--- src/hdl/lms_pkg.sv ---
// Package with constants, states and carrier types for the LED driver mode sequencer.
package lms_pkg;

  localparam int unsigned CLOCK_MHZ        = 200;
  localparam int unsigned STARTUP_DELAY_MS = 10;
  localparam int unsigned SOFT_START_MS    = 10;
  localparam int unsigned STARTUP_CYCLES   = STARTUP_DELAY_MS * 1000 * 1000 * CLOCK_MHZ / 1000;
  localparam int unsigned SOFT_START_CYCLES = SOFT_START_MS * 1000 * 1000 * CLOCK_MHZ / 1000;
  localparam int unsigned COUNT_WIDTH      = 24;

  localparam logic [7:0] SOFTWARE_RESET_ADDR = 8'h60;
  localparam logic [7:0] CONTROL_ADDR        = 8'h00;
  localparam int unsigned STANDBY_RELEASE_POS = 0;
  localparam int unsigned BOOST_ENABLE_POS    = 1;
  localparam logic [7:0] CONTROL_RESET        = 8'h00;

  typedef enum logic [4:0] {
    ST_RESET         = 5'b0_0001,
    ST_STANDBY       = 5'b0_0010,
    ST_STARTUP       = 5'b0_0100,
    ST_BOOST_STARTUP = 5'b0_1000,
    ST_NORMAL        = 5'b1_0000
  } lms_state_t;

  typedef struct packed {
    logic       valid;
    logic [7:0] addr;
    logic [7:0] data;
  } lms_write_t;

  typedef struct packed {
    logic chipEnable;
    logic boostRun;
    logic pulseFrequencyMode;
    logic ledBlank;
  } lms_power_t;

endpackage : lms_pkg

--- src/hdl/lms_delay_timer.sv ---
// Cycle counter that reports when a fixed interval has elapsed since start.
`timescale 1ns/1ps
module lms_delay_timer #(
  parameter int unsigned CYCLES = 2000000
) (
  input  wire logic clock,
  input  wire logic sys_rst,
  input  wire logic restart,
  input  wire logic run,
  output logic      done
);

  localparam logic [lms_pkg::COUNT_WIDTH-1:0] LAST = lms_pkg::COUNT_WIDTH'(CYCLES - 1);

  logic [lms_pkg::COUNT_WIDTH-1:0] count_reg;
  logic [lms_pkg::COUNT_WIDTH-1:0] count_next;
  wire                             atEnd = (count_reg == LAST);

  assign count_next = (restart || !run) ? '0 : (atEnd ? count_reg : count_reg + 1'b1);
  assign done       = run && !restart && atEnd;

  always_ff @(posedge clock)
  begin
    if (sys_rst)
      count_reg <= '0;
    else
      count_reg <= count_next;
  end

endmodule : lms_delay_timer

--- src/hdl/lms_mode_sequencer.sv ---
// Operating-mode state machine of the LED driver: reset, standby, startup, boost soft start and normal.
//
// Contract
// - Reset loads defaults, then enters standby.
// - Standby-release bit clears to zero on reset.
// - Reset while pin low or power-on reset.
// - Any write to 0x60 resets the chip.
// - Power-on reset while second supply below threshold.
// - Standby whenever standby-release bit is zero.
// - Register writes accepted and stored in standby.
// - Startup waits 10 ms for oscillator.
// - Thermal shutdown holds chip in startup.
// - Boost soft-starts in pulse-frequency mode 10 ms.
// - Boost startup after startup or on enable.
// - LED outputs forced off during boost startup.
// - Control writes accepted in any order.
// - Boost stops when boost-enable written zero.
`timescale 1ns/1ps
module lms_mode_sequencer #(
  parameter int unsigned STARTUP_CYCLES    = lms_pkg::STARTUP_CYCLES,
  parameter int unsigned SOFT_START_CYCLES = lms_pkg::SOFT_START_CYCLES
) (
  input  wire logic                 clock,
  input  wire logic                 sys_rst,
  input  wire logic                 reset_pin_n,
  input  wire logic                 second_supply_ok,
  input  wire logic                 thermal_shutdown,
  input  wire lms_pkg::lms_write_t  regWrite,
  input  wire logic [5:0]           ledRequest,
  output logic [5:0]                ledOut,
  output lms_pkg::lms_power_t       power,
  output lms_pkg::lms_state_t       mode,
  output logic [7:0]                controlValue
);

  lms_pkg::lms_state_t state_reg;
  lms_pkg::lms_state_t state_next;
  logic [7:0]          control_reg;
  logic [7:0]          control_next;
  logic                softReset_reg;
  logic                boostPrev_reg;
  lms_pkg::lms_power_t power_reg;
  lms_pkg::lms_power_t power_next;
  logic [5:0]          led_reg;
  logic [5:0]          led_next;

  // The software reset is registered for one cycle so the write that causes it completes cleanly.
  wire softResetHit = regWrite.valid && (regWrite.addr == lms_pkg::SOFTWARE_RESET_ADDR);
  wire resetActive  = sys_rst || !reset_pin_n || !second_supply_ok || softReset_reg;
  wire controlHit   = regWrite.valid && (regWrite.addr == lms_pkg::CONTROL_ADDR);
  wire standbyBit   = control_reg[lms_pkg::STANDBY_RELEASE_POS];
  wire boostBit     = control_reg[lms_pkg::BOOST_ENABLE_POS];
  wire boostRise    = boostBit && !boostPrev_reg;

  wire inStartup    = (state_reg == lms_pkg::ST_STARTUP);
  wire inBoost      = (state_reg == lms_pkg::ST_BOOST_STARTUP);
  wire startupDone;
  wire softDone;

  // Thermal shutdown clears the oscillator delay count to zero, so the full delay reruns once it clears.
  lms_delay_timer #(
    .CYCLES (STARTUP_CYCLES)
  ) startupTimer (
    .clock   (clock),
    .sys_rst (resetActive),
    .restart (thermal_shutdown),
    .run     (inStartup),
    .done    (startupDone)
  );

  lms_delay_timer #(
    .CYCLES (SOFT_START_CYCLES)
  ) softTimer (
    .clock   (clock),
    .sys_rst (resetActive),
    .restart (1'b0),
    .run     (inBoost && !thermal_shutdown),
    .done    (softDone)
  );

  assign control_next = controlHit ? regWrite.data : control_reg;

  always_comb
  begin
    state_next = state_reg;
    case (state_reg)
      lms_pkg::ST_RESET:
        state_next = lms_pkg::ST_STANDBY;
      lms_pkg::ST_STANDBY:
        if (standbyBit)
          state_next = lms_pkg::ST_STARTUP;
      lms_pkg::ST_STARTUP:
        if (!standbyBit)
          state_next = lms_pkg::ST_STANDBY;
        else if (startupDone && boostBit)
          state_next = lms_pkg::ST_BOOST_STARTUP;
        else if (startupDone)
          state_next = lms_pkg::ST_NORMAL;
      lms_pkg::ST_BOOST_STARTUP:
        if (!standbyBit)
          state_next = lms_pkg::ST_STANDBY;
        else if (thermal_shutdown)
          state_next = lms_pkg::ST_STARTUP;
        else if (!boostBit)
          state_next = lms_pkg::ST_NORMAL;
        else if (softDone)
          state_next = lms_pkg::ST_NORMAL;
      lms_pkg::ST_NORMAL:
        if (!standbyBit)
          state_next = lms_pkg::ST_STANDBY;
        else if (thermal_shutdown)
          state_next = lms_pkg::ST_STARTUP;
        else if (boostRise)
          state_next = lms_pkg::ST_BOOST_STARTUP;
      default:
        state_next = lms_pkg::ST_RESET;
    endcase
  end

  wire nextBoost  = (state_next == lms_pkg::ST_BOOST_STARTUP);
  wire nextNormal = (state_next == lms_pkg::ST_NORMAL);

  always_comb
  begin
    power_next.chipEnable         = nextBoost || nextNormal;
    power_next.boostRun           = (nextBoost || nextNormal) && boostBit;
    power_next.pulseFrequencyMode = nextBoost;
    power_next.ledBlank           = nextBoost;
  end

  // LED outputs follow the request only in normal mode; blanking during soft start avoids a current surge.
  assign led_next = nextNormal ? ledRequest : 6'h0;

  always_ff @(posedge clock)
  begin
    if (resetActive)
    begin
      state_reg     <= lms_pkg::ST_RESET;
      control_reg   <= lms_pkg::CONTROL_RESET;
      boostPrev_reg <= 1'b0;
      power_reg     <= '0;
      led_reg       <= 6'h0;
    end
    else
    begin
      state_reg     <= state_next;
      control_reg   <= control_next;
      boostPrev_reg <= boostBit;
      power_reg     <= power_next;
      led_reg       <= led_next;
    end
  end

  // Held by sys_rst only, so the pulse clears itself one cycle after the write.
  always_ff @(posedge clock)
  begin
    if (sys_rst)
      softReset_reg <= 1'b0;
    else
      softReset_reg <= softResetHit && !softReset_reg;
  end

  assign mode         = state_reg;
  assign power        = power_reg;
  assign ledOut       = led_reg;
  assign controlValue = control_reg;

endmodule : lms_mode_sequencer

--- config.mk ---
export PLATFORM = sky130hd
export DESIGN_NAME = lms_mode_sequencer
export DESIGN_NICKNAME = d
export VERILOG_FILES = /design/src/hdl/lms_pkg.sv /design/src/hdl/lms_delay_timer.sv /design/src/hdl/lms_mode_sequencer.sv
export SDC_FILE = /design/constraint.sdc
export NUM_CORES = 1
export LEC_CHECK = 0
export ABC_AREA = 0
export BUFFER_PORTS_ARGS = -buffer_cell sky130_fd_sc_hd__buf_2
export CAP_MARGIN = 10
export CELL_PAD_IN_SITES_DETAIL_PLACEMENT = 0
export CELL_PAD_IN_SITES_GLOBAL_PLACEMENT = 1
export CORE_AREA = 2 2 117 119
export DETAILED_ROUTE_END_ITERATION = 16
export DIE_AREA = 0 0 119 121
export PLACE_DENSITY_LB_ADDON = 0.05
export SETUP_SLACK_MARGIN = 0.2
export SYNTH_ARGS = -nofsm -noshare
export SYNTH_HDL_FRONTEND = slang
export SYNTH_SLANG_ARGS = --single-unit
--- constraint.sdc ---
create_clock -name clock -period 2.7 [get_ports clock]
set_clock_uncertainty 0.15 [all_clocks]
set_input_delay 0.135 -clock clock [delete_from_list [all_inputs] [get_ports clock]]
set_output_delay 0.135 -clock clock [all_outputs]
set_load 0.01 [all_outputs]
==> results.cfg <==
[clock_tree]
cts-root-buf = clkbuf_16
cts.sinks = 72
cts_htree_levels = 3
clock_path_buffers = 2
cts_made_buffers = 9
clk-insertion-delay-late_ns = 0.34
clk_pin_slew_ns = 0.05
cts_tree = yes

[power_and_ir_drop]
p_clk_share_pct = 51.7
p_switching_mw = 0.465
leakagePower_nw = 1.50
cellPowerDensity_nw_per_um2 = 560
switching_share_pct = 20.0
pwr-share-seq_pct = 45.8
internal_power_mw = 1.86
irDropWorstVdd_mv = 0.264
combPwrFrac_pct = 2.5

[outcome]
status = finished, final reports clean

[floorplan]
dieArea_um2 = 14400
num_rows = 42
core_um2 = 13100
start_util_pct = 24.7
ios = 51
die_w_um = 119
die_h_um = 121

[synthesis]
synth_edf_count = 0
yosysTopAreaCell = dfxtp_1
synth_area_um2 = 3240
yosysMostFrequentCell = dfxtp_1
synthTopCellsByCount = 72 x dfxtp_1, 59 x nor2_1, 24 x xor2_1, 19 x nand2_1, 18 x nor3_1
synthCells = 369
yosysWarnings = 0
synth_top_flop_cell = dfxtp_1
synth_top_area_share_pct = 44.5
synth_cell_types = 46
ys_seq_elements = 72
yosysSeqAreaShare_pct = 44.5
syn_nets = 399
syn_area_per_cell_um2 = 8.77
async_flop_share_pct = 0
synth.area.top_cells = dfxtp_1 45%, nor2_1 6.8%, xor2_1 6.5%, xnor2_1 3.5%, mux2i_1 3.1%

[global_route]
grt-ovfl-total = 0
antenna_found_initial = 0
grt_max_degree = 25
grtUsageTotal_pct = 12.3
grt_pass1_wl_um = 13600
grt_pass1_vias = 2660

[route]
ant_nets = 0
via_count = 2763
drtPass1Iterations = 4
top_layer = met4
drc = 0
routed-wl-met2_um = 3550
initialDrtViolationCount = 143
wire_per_inst_um = 13.4
via_per_inst = 4.48
finalWirelength_um = 8260
wl_met3_um = 375
wl_met1_um = 4210

[setup_path]
cp-end-kind = flip-flop
critPathKind = flip-flop to flip-flop
cp_slowest_cell = or4_4
crit_path_max_incr_delay_ns = 0.58
crit_arrival_ns = 2.48
crit_required_ns = 2.82
cpMostUsedCell = or4_4
path_cells = or2_2, or4_4, or4_4, a31oi_4, o21bai_1
start_kind = flip-flop
worstPathMaxFanout = 8

[timing]
max_freq_mhz = 423
report.final.slew_viol_count = 0
setup_viol = 0
grt_setup_unrepaired = false
period_minus_slack_ns = 2.36
final-hold-violation-count = 0
fin_crit_sh_pct = 87.6
setup-tns-final_ns = 0
slew-limit-headroom_pct = 66.9
tightest_slew_ns = 0.497

[finish]
fill_cells = 1413
diodes = 0
nets = 466
area_delta_synth_final_pct = 28.6
drive_gt1_share_pct = 18.4
final_cells = 617

[placed_design]
port_buffers = 50
routabilityCongestion = 0.733
dp_cells = 583
place_hpwl_um = 5830

[worst_hold_path]
hp-class = input pin to flip-flop

[run]
cap_violations = 0
power by group through the flow:
stage / sequential (mW) / combinational [mW] / clock [mW]
6_report: 1.07 / 0.0583 / 1.20
5_1_grt: 1.07 / 0.0649 / 1.31
4_1_cts: 1.07 / 0.0590 / 1.26
3_5_place_dp: 1.09 / 0.0414 / 0
3_3_place_gp: 1.09 / 0.0413 / 0
2_1_floorplan: 1.09 / 0.0149 / 0
per-layer routing:
layer / GRT usage [%] / up-vias
li1: - / 1438
met1: 16.3 / 1275
met2: 18.2 / 43
met3: 4.56 / 7
met4: 4.46 / 0
met5: 0 / -
per-stage QoR:
| step | hold WS, ns | worst slack (ns) | cell area, um2 | utilization (%) | power, mW |
|---|---|---|---|---|---|
| 6_report | 0.0746 | 0.336 | 4160 | 31.8 | 2.33 |
| 5_1_grt | 0.110 | 0.211 | 4160 | 31.8 | 2.44 |
| 4_1_cts | 0.0682 | 0.220 | 4140 | 31.6 | 2.38 |
| 3_5_place_dp | 0.202 | 0.211 | 3670 | 28.0 | 1.13 |
| 3_3_place_gp | 0.215 | 0.245 | 3670 | 28.0 | 1.13 |
| 2_1_floorplan | 0.107 | 0.345 | 3240 | - | 1.10 |
area by class of cell:
cell class | count | area [um2] | share of cell area [%]
clock buffer | 13 | 260 | 6.26
clock inverter | 3 | 40.0 | 0.962
inverter | 4 | 15.0 | 0.361
multi-input combinational | 276 | 1720 | 41.3
sequential | 72 | 1440 | 34.7
tap | 176 | 220 | 5.29
timing repair buffer | 73 | 465 | 11.2
worst max-delay path: cells and delay by family, from the launching register on:
kind,cells,cell delay (ns)
flip-flops,1,0.35
AND/OR/NAND/NOR,3,1.41
AO/OA/AOI/OAI,2,0.39
kinds of logic (layout without fill, tap and decap cells):
logic type / Yosys count / count (layout) / share of synthesized area (%)
flops: 72 / 72 / 44.5
simple gates: 184 / 184 / 30.2
buf+inv: 21 / 93 / 2.78
xor+xnor: 37 / 37 / 10.0
mux: 10 / 10 / 3.09
fa+ha+maj: 2 / 2 / 0.773
compound gates: 43 / 43 / 8.62
layout by cell type (no fill, tap or decap), drive strengths merged, types with 10 or more instances in the layout:
cell	netlist	routed
o21ai	12	12
clkbuf	13	13
dfxtp	72	72
or3	11	11
buf	4	56
and2	10	10
nand2	19	19
nand3	15	15
nor3	18	18
mux2i	10	10
dlygate4sd3	0	17
a21oi	13	13
xnor2	13	13
nor2	59	59
nand4	16	16
xor2	24	24
worst paths after layout:
| path | startpoint | end | slack (ns) | depth (start not counted) |
|---|---|---|---|---|
| min reg2reg | startupTimer.count_reg[23] | startupTimer.count_reg[23] | 0.34 | 2 |
| max | startupTimer.count_reg[9] | power[3] | 0.34 | 5 |
| max reg2reg | startupTimer.count_reg[9] | power[3] | 0.34 | 5 |
| min | reset_pin_n | boostPrev_reg | 0.07 | 4 |
what timing repair did:
item | in CTS | in global routing
buffers inserted | 0 | 1
cloned | 0 | 0
pin swaps | 1 | 2
hold buffers | 17 | 0
gates resized for setup | 0 | 3
endpoints found under the hold margin | 15 | 0
setup endpoints to repair | 7 | 8
No activity file was read; power rests on OpenSTA's default activity.
